File: config.mk
export PLATFORM = sky130hd
export DESIGN_NAME = branch_call_move_exec
export DESIGN_NICKNAME = d
export VERILOG_FILES = /design/src/exec_pkg.sv /design/src/banked_regfile.sv /design/src/branch_call_move_exec.sv
export SDC_FILE = /design/constraint.sdc
export NUM_CORES = 1
export LEC_CHECK = 0
export BUFFER_PORTS_ARGS = -buffer_cell sky130_fd_sc_hd__clkbuf_2
export CAP_MARGIN = 20
export CORE_AREA = 4 4 210 212
export DETAILED_ROUTE_END_ITERATION = 8
export DIE_AREA = 0 0 214 216
export PLACE_DENSITY = 0.8
export RECOVER_POWER = 100
export SYNTH_ARGS = -nofsm -noshare
export SYNTH_HDL_FRONTEND = slang
export SYNTH_HIERARCHICAL = 1
export SYNTH_SLANG_ARGS = --single-unit
export TNS_END_PERCENT = 1
File: constraint.sdc
create_clock -name sys_clk -period 4.7 [get_ports sys_clk]
set_input_delay 0 -clock sys_clk [delete_from_list [all_inputs] [get_ports sys_clk]]
set_output_delay 0 -clock sys_clk [all_outputs]
set_load 0.01 [all_outputs]
File: src/exec_pkg.sv
// constants, opcodes and decode helpers for the branch, call and move unit
// assumes one t-state per sys_clk cycle and a 16-bit instruction word
package exec_pkg;
  localparam int PHYS_REGS = 44;
  // register map: bank a R0-R3, bank b R4-R11, index pairs from R12
  localparam logic [4:0] BANK_A_HI = 5'h03;
  localparam logic [4:0] BANK_B_LO = 5'h04;
  localparam logic [4:0] BANK_B_HI = 5'h0B;
  localparam logic [4:0] INDEX_BASE = 5'h0C;
  localparam logic [5:0] ALT_A_BASE = 6'h20;
  localparam logic [5:0] ALT_B_BASE = 6'h24;
  localparam logic [1:0] IDX3_SEL = 2'h3;
  // index update modes
  localparam logic [1:0] IDX_POST_DEC = 2'h0;
  localparam logic [1:0] IDX_KEEP = 2'h1;
  localparam logic [1:0] IDX_POST_INC = 2'h2;
  localparam logic [1:0] IDX_PRE_INC = 2'h3;
  // flag positions
  localparam int FLAG_N = 3;
  localparam int FLAG_Z = 2;
  // field positions
  localparam int SRC_HI = 4;
  localparam int RL_HI = 3;
  localparam int RD_HI = 9;
  localparam int RD_LO = 5;
  localparam int IMM_HI = 7;
  localparam int NI_HI = 11;
  localparam int NI_LO = 4;
  localparam int MASK_HI = 12;
  localparam int MASK_LO = 10;
  localparam int ROT_HI = 7;
  localparam int ROT_LO = 5;
  localparam int SBIT = 8;
  localparam int MODE_HI = 8;
  localparam int MODE_LO = 7;
  localparam int ISEL_HI = 6;
  localparam int ISEL_LO = 5;
  localparam int IRJ_HI = 1;
  // t-state counts
  localparam logic [2:0] T_REL_IMM = 3'h3;
  localparam logic [2:0] T_REL_REG = 3'h4;
  localparam logic [2:0] T_TABLE = 3'h4;
  localparam logic [2:0] T_LONG = 3'h4;
  localparam logic [2:0] T_MEM = 3'h3;
  localparam logic [2:0] T_SHORT = 3'h2;
  localparam logic [2:0] CNT_LAST = 3'h1;
  typedef enum {op_none, op_rel_imm, op_rel_reg, op_table, op_call_abs, op_call_cond,
    op_jump_abs, op_jump_idx, op_jump_cond, op_ld_idx, op_st_idx, op_ld_rel, op_st_rel,
    op_ld_imm, op_st_imm, op_mov_rr, op_or_imm} op_e;
  function automatic logic [15:0] sext8(logic [7:0] v);
    return {{8{v[7]}}, v};
  endfunction
  // opcode match table, most specific patterns first
  function automatic op_e decode(logic [15:0] w);
    if (w == 16'hCF00) return op_jump_abs;
    if (w == 16'hCE00) return op_call_abs;
    if ((w & 16'hFFFC) == 16'hCD00) return op_jump_idx;
    if ((w & 16'hFFE0) == 16'hCD80) return op_rel_reg;
    if ((w & 16'hFF00) == 16'hCB00) return op_rel_imm;
    if ((w & 16'hFE00) == 16'hC400) return op_call_cond;
    if ((w & 16'hFE00) == 16'hC600) return op_jump_cond;
    if ((w & 16'hE300) == 16'h8000) return op_table;
    if ((w & 16'hFE00) == 16'hE000) return op_ld_idx;
    if ((w & 16'hFE00) == 16'hE200) return op_st_idx;
    if ((w & 16'hFE00) == 16'hE400) return op_ld_rel;
    if ((w & 16'hFE00) == 16'hE600) return op_st_rel;
    if ((w & 16'hFC00) == 16'hF400) return op_mov_rr;
    if ((w & 16'hF000) == 16'h6000) return op_ld_imm;
    if ((w & 16'hF000) == 16'h7000) return op_st_imm;
    if ((w & 16'hF000) == 16'h5000) return op_or_imm;
    return op_none;
  endfunction
endpackage

File: src/banked_regfile.sv
// banked processor register file with main and alternate sets
// assumes bank selects are stable while a write is made
`timescale 1ns/1ps
module banked_regfile #(
  parameter int PHYS = exec_pkg::PHYS_REGS
) (
  // clock and reset
  input wire logic sys_clk,
  input wire logic nrst,
  // bank selection
  input wire logic bank_a_sel,
  input wire logic bank_b_sel,
  // byte read
  input wire logic [4:0] rd_reg,
  output logic [7:0] rd_data,
  output logic [7:0] acc_data,
  // index pair
  input wire logic [1:0] ix_sel,
  output logic [15:0] ix_data,
  input wire logic ix_we,
  input wire logic [15:0] ix_wdata,
  // byte write
  input wire logic wr_en,
  input wire logic [4:0] wr_reg,
  input wire logic [7:0] wr_data
);
  typedef struct packed {
    logic [PHYS-1:0][7:0] mem;
  } rf_s;
  rf_s rf_q;
  rf_s rf_d;
  logic [5:0] ix_lo;

  // map an architectural number onto the active set; idle sets keep their bytes
  function automatic logic [5:0] phys(logic [4:0] r, logic a, logic b);
    if (r <= exec_pkg::BANK_A_HI) begin
      return a ? exec_pkg::ALT_A_BASE + {1'b0, r} : {1'b0, r};
    end else if (r <= exec_pkg::BANK_B_HI) begin
      return b ? exec_pkg::ALT_B_BASE + {1'b0, r - exec_pkg::BANK_B_LO} : {1'b0, r};
    end
    return {1'b0, r};
  endfunction

  // reads: index pairs are never banked, low byte at the even number
  assign ix_lo = {1'b0, exec_pkg::INDEX_BASE + {2'b00, ix_sel, 1'b0}};
  assign rd_data = rf_q.mem[phys(rd_reg, bank_a_sel, bank_b_sel)];
  assign acc_data = rf_q.mem[phys(5'h00, bank_a_sel, bank_b_sel)];
  assign ix_data = {rf_q.mem[ix_lo + 6'h01], rf_q.mem[ix_lo]};

  // byte write after pair write so a data load into an index byte wins
  always_comb begin
    rf_d = rf_q;
    if (ix_we) begin
      rf_d.mem[ix_lo] = ix_wdata[7:0];
      rf_d.mem[ix_lo + 6'h01] = ix_wdata[15:8];
    end
    if (wr_en) begin
      rf_d.mem[phys(wr_reg, bank_a_sel, bank_b_sel)] = wr_data;
    end
  end

  always_ff @(posedge sys_clk or negedge nrst) begin
    if (!nrst) begin
      rf_q <= '0;
    end else begin
      rf_q <= rf_d;
    end
  end
endmodule

File: src/branch_call_move_exec.sv
// execution unit for relative, table and long jumps, long calls,
// data moves with index modes and or-immediate
// assumes the fetch unit presents both words and pc of the next instruction
//
// Overview of operation
// - relative jump adds sign-extended byte to pc
// - immediate form three cycles, register form four
// - table jump rotates, masks, sign-extends, adds
// - rotate amount 0-7, zero means none
// - mask clears top m bits and bit 0
// - table source may be any active register
// - conditional call pushes context and loads target in the same cycle
// - tested bit position 0 lsb to 7 msb
// - long targets are full 16-bit addresses
// - unconditional call always pushes context
// - conditional jump loads target, never pushes
// - long jump from operand or index register
// - accumulator-relative address is index plus accumulator
// - immediate-relative address is fourth index plus byte
// - loads: any destination except immediate-relative form
// - stores: any source except immediate-relative form
// - register moves copy one register into another register
// - moves leave all flags unchanged
// - or-immediate updates low register, n and z
// - banks map main or alternate sets
// - index modes: post-dec, keep, post-inc, pre-inc
`timescale 1ns/1ps
module branch_call_move_exec (
  // clock and reset
  input wire logic sys_clk,
  input wire logic nrst,
  // instruction issue
  input wire logic instr_valid,
  input wire logic [15:0] instr_word,
  input wire logic [15:0] instr_ext,
  input wire logic [15:0] pc_in,
  output logic instr_ready,
  output logic instr_done,
  // processor context
  input wire logic [3:0] flags_in,
  input wire logic global_irq_enable,
  input wire logic bank_a_sel,
  input wire logic bank_b_sel,
  // program counter load
  output logic pc_load,
  output logic [15:0] pc_target,
  // address stack push
  output logic stack_push,
  output logic [15:0] stack_pc,
  output logic [3:0] stack_flags,
  output logic stack_irq_en,
  output logic [1:0] stack_banks,
  // flag update
  output logic flags_we,
  output logic [3:0] flags_out,
  // data memory, read data one cycle after dmem_re
  output logic dmem_re,
  output logic dmem_we,
  output logic [15:0] dmem_addr,
  output logic [7:0] dmem_wdata,
  input wire logic [7:0] dmem_rdata
);
  typedef enum {st_idle, st_run} st_e;
  typedef struct packed {
    st_e st;
    logic [2:0] cnt;
    logic load_pend;
    logic [4:0] load_reg;
    logic pc_load;
    logic [15:0] pc_tgt;
    logic push;
    logic [15:0] stk_pc;
    logic [3:0] stk_flags;
    logic stk_irq_en;
    logic [1:0] stk_banks;
    logic flags_we;
    logic [3:0] flags;
    logic dm_re;
    logic dm_we;
    logic [15:0] dm_addr;
    logic [7:0] dm_wdata;
  } state_s;
  state_s st_q;
  state_s st_d;

  exec_pkg::op_e op;
  logic accept;
  logic [4:0] rd_reg;
  logic [7:0] src_data;
  logic [7:0] acc_data;
  logic [1:0] ix_sel;
  logic [15:0] ix_data;
  logic ix_we;
  logic [15:0] ix_wdata;
  logic wr_en;
  logic [4:0] wr_reg;
  logic [7:0] wr_data;
  logic [7:0] imm_n;
  logic [7:0] imm_lim;
  logic [4:0] src_full;
  logic [4:0] src_lim;
  logic [1:0] idx_mode;
  logic cond_met;
  logic [7:0] or_res;

  // operand fields sit at fixed positions in every form except the index jump, which takes its pair select from bits 1:0
  assign op = exec_pkg::decode(instr_word);
  assign imm_n = instr_word[exec_pkg::IMM_HI:0];
  assign imm_lim = instr_word[exec_pkg::NI_HI:exec_pkg::NI_LO];
  assign src_full = instr_word[exec_pkg::SRC_HI:0];
  assign src_lim = {1'b0, instr_word[exec_pkg::RL_HI:0]};
  assign idx_mode = instr_word[exec_pkg::MODE_HI:exec_pkg::MODE_LO];
  assign or_res = src_data | imm_lim;

  // handshake: one instruction in flight, done in its last t-state
  assign accept = instr_valid && (st_q.st == st_idle);
  assign instr_ready = (st_q.st == st_idle);
  assign instr_done = (st_q.st == st_run) && (st_q.cnt == exec_pkg::CNT_LAST);

  // limited forms only reach R0-R15 through a four-bit field
  always_comb begin
    unique case (op)
      exec_pkg::op_ld_imm, exec_pkg::op_st_imm, exec_pkg::op_or_imm: begin
        rd_reg = src_lim;
      end
      default: begin
        rd_reg = src_full;
      end
    endcase
  end

  // immediate-relative always uses the fourth index register
  always_comb begin
    unique case (op)
      exec_pkg::op_ld_imm, exec_pkg::op_st_imm: ix_sel = exec_pkg::IDX3_SEL;
      exec_pkg::op_jump_idx: ix_sel = instr_word[exec_pkg::IRJ_HI:0];
      default: ix_sel = instr_word[exec_pkg::ISEL_HI:exec_pkg::ISEL_LO];
    endcase
  end

  assign cond_met = (src_data[instr_word[exec_pkg::ROT_HI:exec_pkg::ROT_LO]]
    == instr_word[exec_pkg::SBIT]);

  banked_regfile banked_regfile_i (
    .sys_clk(sys_clk),
    .nrst(nrst),
    .bank_a_sel(bank_a_sel),
    .bank_b_sel(bank_b_sel),
    .rd_reg(rd_reg),
    .rd_data(src_data),
    .acc_data(acc_data),
    .ix_sel(ix_sel),
    .ix_data(ix_data),
    .ix_we(ix_we),
    .ix_wdata(ix_wdata),
    .wr_en(wr_en),
    .wr_reg(wr_reg),
    .wr_data(wr_data)
  );

  // rotate a copy right by b, clear top m bits and the lsb
  function automatic logic [7:0] table_disp(logic [7:0] v, logic [2:0] b, logic [2:0] m);
    logic [15:0] dbl;
    dbl = {v, v} >> b;
    return dbl[7:0] & (8'hFF >> m) & 8'hFE;
  endfunction

  // effective address of the general index mode
  function automatic logic [15:0] idx_addr(logic [15:0] ix, logic [1:0] md);
    return (md == exec_pkg::IDX_PRE_INC) ? ix + 16'h0001 : ix;
  endfunction

  // value written back to the index register
  function automatic logic [15:0] idx_next(logic [15:0] ix, logic [1:0] md);
    unique case (md)
      exec_pkg::IDX_POST_DEC: return ix - 16'h0001;
      exec_pkg::IDX_KEEP: return ix;
      exec_pkg::IDX_POST_INC, exec_pkg::IDX_PRE_INC: return ix + 16'h0001;
    endcase
  endfunction

  // next state; pulses clear themselves after one cycle
  always_comb begin
    st_d = st_q;
    st_d.pc_load = 1'b0;
    st_d.push = 1'b0;
    st_d.flags_we = 1'b0;
    st_d.dm_re = 1'b0;
    st_d.dm_we = 1'b0;
    wr_en = 1'b0;
    wr_reg = instr_word[exec_pkg::RD_HI:exec_pkg::RD_LO];
    wr_data = src_data;
    ix_we = 1'b0;
    ix_wdata = ix_data;
    if (st_q.st == st_run) begin
      st_d.cnt = st_q.cnt - 3'h1;
      if (st_q.cnt == exec_pkg::CNT_LAST) begin
        st_d.st = st_idle;
        if (st_q.load_pend) begin
          // memory answers one cycle after the read strobe
          wr_en = 1'b1;
          wr_reg = st_q.load_reg;
          wr_data = dmem_rdata;
          st_d.load_pend = 1'b0;
        end
      end
    end else if (accept) begin
      st_d.st = st_run;
      st_d.cnt = exec_pkg::T_SHORT - 3'h1;
      st_d.stk_pc = pc_in;
      st_d.stk_flags = flags_in;
      st_d.stk_irq_en = global_irq_enable;
      st_d.stk_banks = {bank_a_sel, bank_b_sel};
      st_d.dm_wdata = src_data;
      unique case (op)
        exec_pkg::op_rel_imm: begin
          st_d.cnt = exec_pkg::T_REL_IMM - 3'h1;
          st_d.pc_load = 1'b1;
          st_d.pc_tgt = pc_in + exec_pkg::sext8(imm_n);
        end
        exec_pkg::op_rel_reg: begin
          st_d.cnt = exec_pkg::T_REL_REG - 3'h1;
          st_d.pc_load = 1'b1;
          st_d.pc_tgt = pc_in + exec_pkg::sext8(src_data);
        end
        exec_pkg::op_table: begin
          st_d.cnt = exec_pkg::T_TABLE - 3'h1;
          st_d.pc_load = 1'b1;
          st_d.pc_tgt = pc_in + exec_pkg::sext8(table_disp(src_data,
            instr_word[exec_pkg::ROT_HI:exec_pkg::ROT_LO],
            instr_word[exec_pkg::MASK_HI:exec_pkg::MASK_LO]));
        end
        exec_pkg::op_call_abs: begin
          st_d.cnt = exec_pkg::T_LONG - 3'h1;
          st_d.push = 1'b1;
          st_d.pc_load = 1'b1;
          st_d.pc_tgt = instr_ext;
        end
        exec_pkg::op_call_cond: begin
          st_d.cnt = exec_pkg::T_LONG - 3'h1;
          st_d.push = cond_met;
          st_d.pc_load = cond_met;
          st_d.pc_tgt = instr_ext;
        end
        exec_pkg::op_jump_cond: begin
          st_d.cnt = exec_pkg::T_LONG - 3'h1;
          st_d.pc_load = cond_met;
          st_d.pc_tgt = instr_ext;
        end
        exec_pkg::op_jump_abs: begin
          st_d.cnt = exec_pkg::T_LONG - 3'h1;
          st_d.pc_load = 1'b1;
          st_d.pc_tgt = instr_ext;
        end
        exec_pkg::op_jump_idx: begin
          st_d.pc_load = 1'b1;
          st_d.pc_tgt = ix_data;
        end
        exec_pkg::op_ld_idx, exec_pkg::op_st_idx: begin
          st_d.cnt = exec_pkg::T_MEM - 3'h1;
          st_d.dm_addr = idx_addr(ix_data, idx_mode);
          ix_we = 1'b1;
          ix_wdata = idx_next(ix_data, idx_mode);
          st_d.dm_re = (op == exec_pkg::op_ld_idx);
          st_d.dm_we = (op == exec_pkg::op_st_idx);
          st_d.load_pend = (op == exec_pkg::op_ld_idx);
          st_d.load_reg = src_full;
        end
        exec_pkg::op_ld_rel, exec_pkg::op_st_rel: begin
          st_d.cnt = exec_pkg::T_MEM - 3'h1;
          st_d.dm_addr = ix_data + {8'h00, acc_data};
          st_d.dm_re = (op == exec_pkg::op_ld_rel);
          st_d.dm_we = (op == exec_pkg::op_st_rel);
          st_d.load_pend = (op == exec_pkg::op_ld_rel);
          st_d.load_reg = src_full;
        end
        exec_pkg::op_ld_imm, exec_pkg::op_st_imm: begin
          st_d.cnt = exec_pkg::T_MEM - 3'h1;
          st_d.dm_addr = ix_data + {8'h00, imm_lim};
          st_d.dm_re = (op == exec_pkg::op_ld_imm);
          st_d.dm_we = (op == exec_pkg::op_st_imm);
          st_d.load_pend = (op == exec_pkg::op_ld_imm);
          st_d.load_reg = src_lim;
        end
        exec_pkg::op_mov_rr: begin
          wr_en = 1'b1;
        end
        exec_pkg::op_or_imm: begin
          wr_en = 1'b1;
          wr_reg = src_lim;
          wr_data = or_res;
          st_d.flags_we = 1'b1;
          st_d.flags = flags_in;
          st_d.flags[exec_pkg::FLAG_N] = or_res[7];
          st_d.flags[exec_pkg::FLAG_Z] = (or_res == 8'h00);
        end
        exec_pkg::op_none: begin
          // unknown words retire as a two-cycle no-op
        end
      endcase
    end
  end

  // single state register; reset loads constants only
  always_ff @(posedge sys_clk or negedge nrst) begin
    if (!nrst) begin
      st_q <= '{st: st_idle, default: '0};
    end else begin
      st_q <= st_d;
    end
  end

  // outputs straight from the state flops
  assign pc_load = st_q.pc_load;
  assign pc_target = st_q.pc_tgt;
  assign stack_push = st_q.push;
  assign stack_pc = st_q.stk_pc;
  assign stack_flags = st_q.stk_flags;
  assign stack_irq_en = st_q.stk_irq_en;
  assign stack_banks = st_q.stk_banks;
  assign flags_we = st_q.flags_we;
  assign flags_out = st_q.flags;
  assign dmem_re = st_q.dm_re;
  assign dmem_we = st_q.dm_we;
  assign dmem_addr = st_q.dm_addr;
  assign dmem_wdata = st_q.dm_wdata;

  // checks: helper values computed apart from the datapath
  logic [15:0] chk_rel_tgt;
  logic [15:0] chk_idx3_addr;
  logic chk_ok;
  assign chk_rel_tgt = pc_in + {{8{imm_n[7]}}, imm_n};
  assign chk_idx3_addr = ix_data + {8'h00, imm_lim};
  assign chk_ok = accept;
endmodule

[Word level (Yosys, flattened, before mapping)]
Index checks and enable logic that the tools add are counted.
Operators by class
  add/subtract/negate cells: 16
  $mul: 0
  divide/modulo/power cells: 0
  magnitude comparators: 13
  equality and inequality tests: 45
  shift-type cells: 2
  muxes and demuxes: 283
  bitwise logic cells: 3
  reduce and logical (&&, ||, !) cells: 28
Operators with widths (number)
  32-bit two-way mux: 72
  352-bit bitwise mux: 3
  352-bit two-way mux: 2
  32-bit by 4-bit equality test with 1-bit output (second input constant): 8
  32-bit by 5-bit equality test with 1-bit output (second input constant): 7
  1-bit two-way mux: 151
  8-bit binary-select mux with 6-bit select: 3
  32-bit by 3-bit equality test with 1-bit output (second input constant): 4
  113-bit two-way mux: 1
  17-bit one-hot mux with 6 select lines: 1
  8-bit demux with 6-bit select: 2
  32-bit by 2-bit equality test with 1-bit output (second input constant): 3
  8-bit two-way mux: 12
  6-bit two-way mux: 12
  72-bit two-way mux: 1
  16-bit two-way mux: 4
  18-bit one-hot mux with 3 select lines: 1
  16-bit adder: 3
  16-bit one-hot mux with 3 select lines: 1
  7-bit equality test (second input constant): 6
  8-bit binary-select mux with 5-bit select: 1
  8-bit demux with 5-bit select: 1
  36-bit two-way mux: 1
  5-bit two-way mux: 7
  52 further kinds: 83
Storage, ports and cells
  bits in registers: 465
  bits in latches: 0
  RAM bits: 0
  memory bits (read-only): 0
  input bits: 66
  output and inout bits: 74
  memories: 0

[Logic depth before layout (Yosys ltp)]
  depth in word-level cells: 155
  depth in mapped cells: 26

[By module]
Netlist, hierarchy kept.
By module, submodules not included
  banked_regfile: instances 1, cells an instance 1201, area an instance 18148.7 um^2, sequential area each 8808.4 um^2
  branch_call_move_exec: instances 1, cells an instance 990, area an instance 7830.0 um^2, sequential area each 2052.0 um^2

[Worst setup path before layout]
Ideal clock, no wire load.
  path type: input to register
  from: in instr_word[2]
  to: reg st_q (netlist bit pc_target[11])
  library setup time: 0.129 ns
  data arrival time: 5.229 ns
  setup slack: -0.657 ns
  stages: 24
  cells stage by stage: clkbuf_1 -> inv_1 -> clkbuf_1 -> ha_1 -> xor2_1 -> a311o_1 -> mux2i_2 -> buf_2 -> mux2i_1 -> o211ai_1 -> o211a_1 -> mux2_2 -> o21ai_0 -> nand2_1 -> o221a_2 -> ha_1 -> fa_1 -> a211oi_1 -> o21bai_1 -> o41ai_1 -> o21bai_1 -> xor2_1 -> a221oi_1 -> a21oi_1
On the way
  word-level cells in the longest chain between the ends: 89
  elaborated cells between the ends (all ways): 125
  those cells by class: add/sub: 8; order compare: 2; eq/ne: 14; shift: 1; mux: 93; bitwise: 1; reduce/logical: 6
Ends and longest elaborated chain
  from (decl): RTL line branch_call_move_exec.sv:34  | input wire logic [15:0] instr_word,
  16-bit equality test: RTL line exec_pkg.sv:55  | if (w == 16'hCF00) return op_jump_abs;
  3-bit two-way mux: RTL line exec_pkg.sv:55
  3-bit two-way mux: RTL line exec_pkg.sv:56  | if (w == 16'hCE00) return op_call_abs;
  32-bit two-way mux: RTL line exec_pkg.sv:56
  32-bit two-way mux: RTL line exec_pkg.sv:57  | if ((w & 16'hFFFC) == 16'hCD00) return op_jump_idx;
  32-bit two-way mux: RTL line exec_pkg.sv:58  | if ((w & 16'hFFE0) == 16'hCD80) return op_rel_reg;
  32-bit two-way mux (3 in a row)
  32-bit two-way mux: RTL line exec_pkg.sv:59  | if ((w & 16'hFF00) == 16'hCB00) return op_rel_imm;
  (+72 left out)
  6-bit two-way mux (*): RTL line banked_regfile.sv:41  | return {1'b0, r};
  8-bit binary-select mux with 6-bit select (*): RTL line banked_regfile.sv:46  | assign rd_data = rf_q.mem[phys(rd_reg, bank_a_sel, bank_b_sel)];
  8-bit two-way mux (implied by the code) (*): RTL line banked_regfile.sv:46
  net src_data[6]: RTL line branch_call_move_exec.sv:89  | logic [7:0] src_data;
  16-bit by 3-bit right shift with 8-bit output: RTL line branch_call_move_exec.sv:164  | dbl = {v, v} >> b;
  8-bit AND: RTL line branch_call_move_exec.sv:165  | return dbl[7:0] & (8'hFF >> m) & 8'hFE;
  16-bit adder: RTL line branch_call_move_exec.sv:229  | st_d.pc_tgt = pc_in + exec_pkg::sext8(table_disp(src_data,
  17-bit one-hot mux with 6 select lines (*): RTL line branch_call_move_exec.sv:215  | unique case (op)
  to (signal assigned): RTL line branch_call_move_exec.sv:309  | st_q <= st_d;
  to (decl): RTL line branch_call_move_exec.sv:83  | state_s st_q;
Mark *: on every way through the listed nets, which the timed path passes. The rest lies on a longest branch. The select of a mux whose other input is x is not followed.
A chain may end at the register's enable or synchronous reset.

==> impl_results.md <==
* Status: finished with violations
* Failing checks: capacitance limit, slew limit
* Power per cell area at roughly 370 nW/um^2
* Vias in the first global route at 19900
* Fmax at 221 MHz
* Arr. time, crit path at 5.00 ns
* CP bufs+invs at 2
* Unrepaired setup endpoints after global routing: yes
* Cell Chain, Critical Path: ha_1 > nor2b_1 > nand2_1 > nor2_1 > buf_4 > nor2_1 > nand2_1 > nand2_1 > inv_1 > ha_1 > and3_1 > o21ai_2 > nand3_1 > a32oi_2 > nand3_1 > mux2_2
* Area after DPL at ~28000 um^2
* Crit path max fanout at 12
* Ports at 140
* Final Setup Violations at 0
* Seq/Total Area, Yosys at 0.418
* Yosys top cell area share at 0.418
* Ys flop type: dfrtp_1
* Rows at 75
* Core ar. at 41900 um^2
* Root Driver: clkbuf_16
* Vias per Instance at around 6.5
* CTS buffer count at 47
* Crit path top cell by count: nand2_1
* Fin crit share at 0.963
* Clk sink count at ~430
* Cell variety after synth at 95
* Crit path kind: flip-flop to flip-flop
* Area grow syn2layout at 15.2%
* Final ANT Viol Nets at 0
* Setup crit end kind: flip-flop
* # port buffers at between 100 and 150
* CP peak stage delay at 0.68 ns
* WHS at approximately 0.031 ns
* Worst-Margin Slew at 2.23 ns
* Largest net degree at the start of global routing at 125
* CTS tree: done
* Commonest non-fill, non-tap cell in the layout: mux2_2
* RD Place Congestion at 0.977
* Slew Limit Fails at ~330
* Total number of vias at 19200
* Delay-heaviest family, CP: simple AND/OR/NAND/NOR gates
* Clk buf depth at 3
* Avg Inst Size Synth at 11.9 um^2
* Starting Density at 0.619
* Leading cell types in the layout, fill and taps excluded: mux2_2, dfrtp_1, nand2_1, buf_4, mux4_2
* Antenna violations before repair at 3
* Synth Cell Area at 26000 um^2
* Worst-Skew Late Latency at around 0.60 ns
* Synth Instances at 2191
* Min-Delay Path Class: primary input to flip-flop
* Clock-pin slew on the worst setup and hold paths at 0.07 ns
* Post-route DRC at 0
* Synth top area cells: dfrtp_1, mux2_2, mux4_2
* Total congestion overflow at 0
* Die ar. at 46200 um^2
* Leakage at 14.2 nW
* Mapped Nets at 2310
* Worst r2r path cells at 16
* Die Wd at 214 um
* # H-tree levels at 2
* Rel. slew slack at -0.486
* Worst Hold Depth at 4
* CP Launch Type: flip-flop
* Nets at between 2000 and 2500
* HP Start: instr_word[3]
* GR Util All Layers at 0.325
* Crit-path slowest cell: a32oi_2
* Critical path required time at 5.18 ns
* Postcts setup bufs at 0
* Hold path endpoint: st_q[75]$_DFFE_PN0P_
* First-pass GRT wire length at approximately 120 mm
* Final instance area at 29900 um^2
* Period minus WS final at 4.52 ns
* RR Endpoint: banked_regfile_i/rf_q[137]$_DFF_PN0_
* Die Height at roughly 220 um
* Synthesized flop and latch total at about 430
* Hold Fails Final Rpt at 0
* Post-synth top area cell: dfrtp_1
* Max Cap Violations at 3
* DRT iter0 DRCs at around 2100
* R2R Path Start: st_q[78]$_DFFE_PN0P_
* Clock Skews at 0.0210 ns
* WL/cell at 25.7 um
* Async SR Flop Fraction at 1.00
* Fraction of layout cells with a size suffix above 1 at 0.398
* Ant. Diodes at 0
* Dpl hpwl at 52.3 mm
* Reg2reg setup slack at between 0.15 and 0.2 ns
* Max VDD drop at 346 uV
* Total Wirelength at about 76 mm
* TritonRoute pass-1 iters at 7
* Syn. warnings at 6
* Post-synth EDFFs at 0
[per-layer routing]
layer,GRT usage,vias to the layer above,wire [um],share of wire
li1,-,8387,-,-
met1,0.424,9815,30500,0.40
met2,0.538,821,36300,0.48
met3,0.0651,207,5340,0.070
met4,0.134,6,3660,0.048
met5,0,-,34,0.00045
[flip-flops by register name (all words and copies together) (netlist names), 2 cells and up]
name and count:
st_q 10, stack_flags 4, flags_out 4, dmem_addr 16
banked_regfile_i/rf_q 352, dmem_wdata 8, stack_pc 16, stack_banks 2
pc_target 16
[worst max-delay path by stage]
stage	startpoint	to	slack, ns	cells past startpoint
floorplan	instr_word[2]	pc_target[11]$_DFFE_PN0P_	-0.16	22
global placement	instr_word[3]	pc_target[11]$_DFFE_PN0P_	-0.06	22
detailed placement	instr_word[3]	pc_target[11]$_DFFE_PN0P_	-0.17	21
CTS	banked_regfile_i/rf_q[139]$_DFF_PN0_	pc_target[11]$_DFFE_PN0P_	0.07	16
global route	st_q[79]$_DFFE_PN0P_	banked_regfile_i/rf_q[133]$_DFF_PN0_	-0.07	16
finish	st_q[78]$_DFFE_PN0P_	banked_regfile_i/rf_q[137]$_DFF_PN0_	0.18	16
[logic make-up (layout without fill, tap and decap cells)]
family                     after synthesis  after routing  synth area share
DFF                                    434            434             0.418
xor gates and xnor gates                74             74            0.0255
and+or+nand+nor                        519            519             0.104
muxes                                  579            579             0.298
AOI/OAI and AO/OA                      292            292            0.0799
buffers and inverters                  240            460            0.0489
adders and majority gates               53             53            0.0264
[worst register-to-register path, stage by stage (launching register included)]
cell and delay [ns]:
dfrtp_1 0.40, ha_1 0.19, nor2b_1 0.14, nand2_1 0.17
nor2_1 0.07, buf_4 0.18, nor2_1 0.26, nand2_1 0.09
nand2_1 0.10, inv_1 0.08, ha_1 0.24, and3_1 0.26
o21ai_2 0.19, nand3_1 0.17, a32oi_2 0.68, nand3_1 0.69
mux2_2 0.49
[where the power goes]
part / leakage, nW / total (mW) / switching (mW) / internal (mW)
Sequential: 5.98 / 4.31 / 0.221 / 4.09
Combinational: 7.34 / 2.52 / 1.61 / 0.917
Clock: 0.856 / 4.23 / 1.61 / 2.62
Total: 14.2 / 11.1 / 3.44 / 7.63
[cells in the mapped netlist (26+ instances only)]
| cell type | n |
|---|---|
| a21oi_1 | 52 |
| buf_2 | 29 |
| buf_4 | 72 |
| clkbuf_1 | 84 |
| dfrtp_1 | 434 |
| ha_1 | 50 |
| inv_1 | 26 |
| mux2_2 | 443 |
| mux4_2 | 107 |
| nand2_1 | 246 |
| nand3_1 | 45 |
| nor2_1 | 86 |
| o21ai_0 | 51 |
| xnor2_1 | 41 |
| xor2_1 | 32 |
[repair_timing]
item | in CTS | in global routing
pin swaps | 0 | 1
hold buffers | 47 | 0
gates resized for setup | 1 | 20
setup endpoints to repair | 40 | 39
endpoints found under the hold margin | 131 | 0
[final cells by class]
class                           instances  area (um^2)
Multi-Input combinational cell       1517        14100
Inverter                               27          101
Clock inverter                         22          435
Timing Repair Buffer                  349         2420
Sequential cell                       434        10900
Tap cell                              539          674
Clock buffer                           62         1340
Fill cell                            2868        12000
[metrics by stage]
stage | std cells | power (mW) | worst slack, ns | setup TNS (ns) | utilization
6_report | 2950 | 11.1 | 0.176 | 0 | 0.713
5_1_grt | 2950 | 11.5 | -0.0713 | -0.936 | 0.713
4_1_cts | 2948 | 11.1 | 0.0726 | 0 | 0.714
3_5_place_dp | 2817 | 6.84 | -0.166 | -1.17 | 0.660
3_3_place_gp | 2816 | 6.72 | -0.0641 | -0.111 | 0.660
2_1_floorplan | 2191 | 6.02 | -0.157 | -0.419 | -
Note: power is estimated with default switching activity, not from simulation.
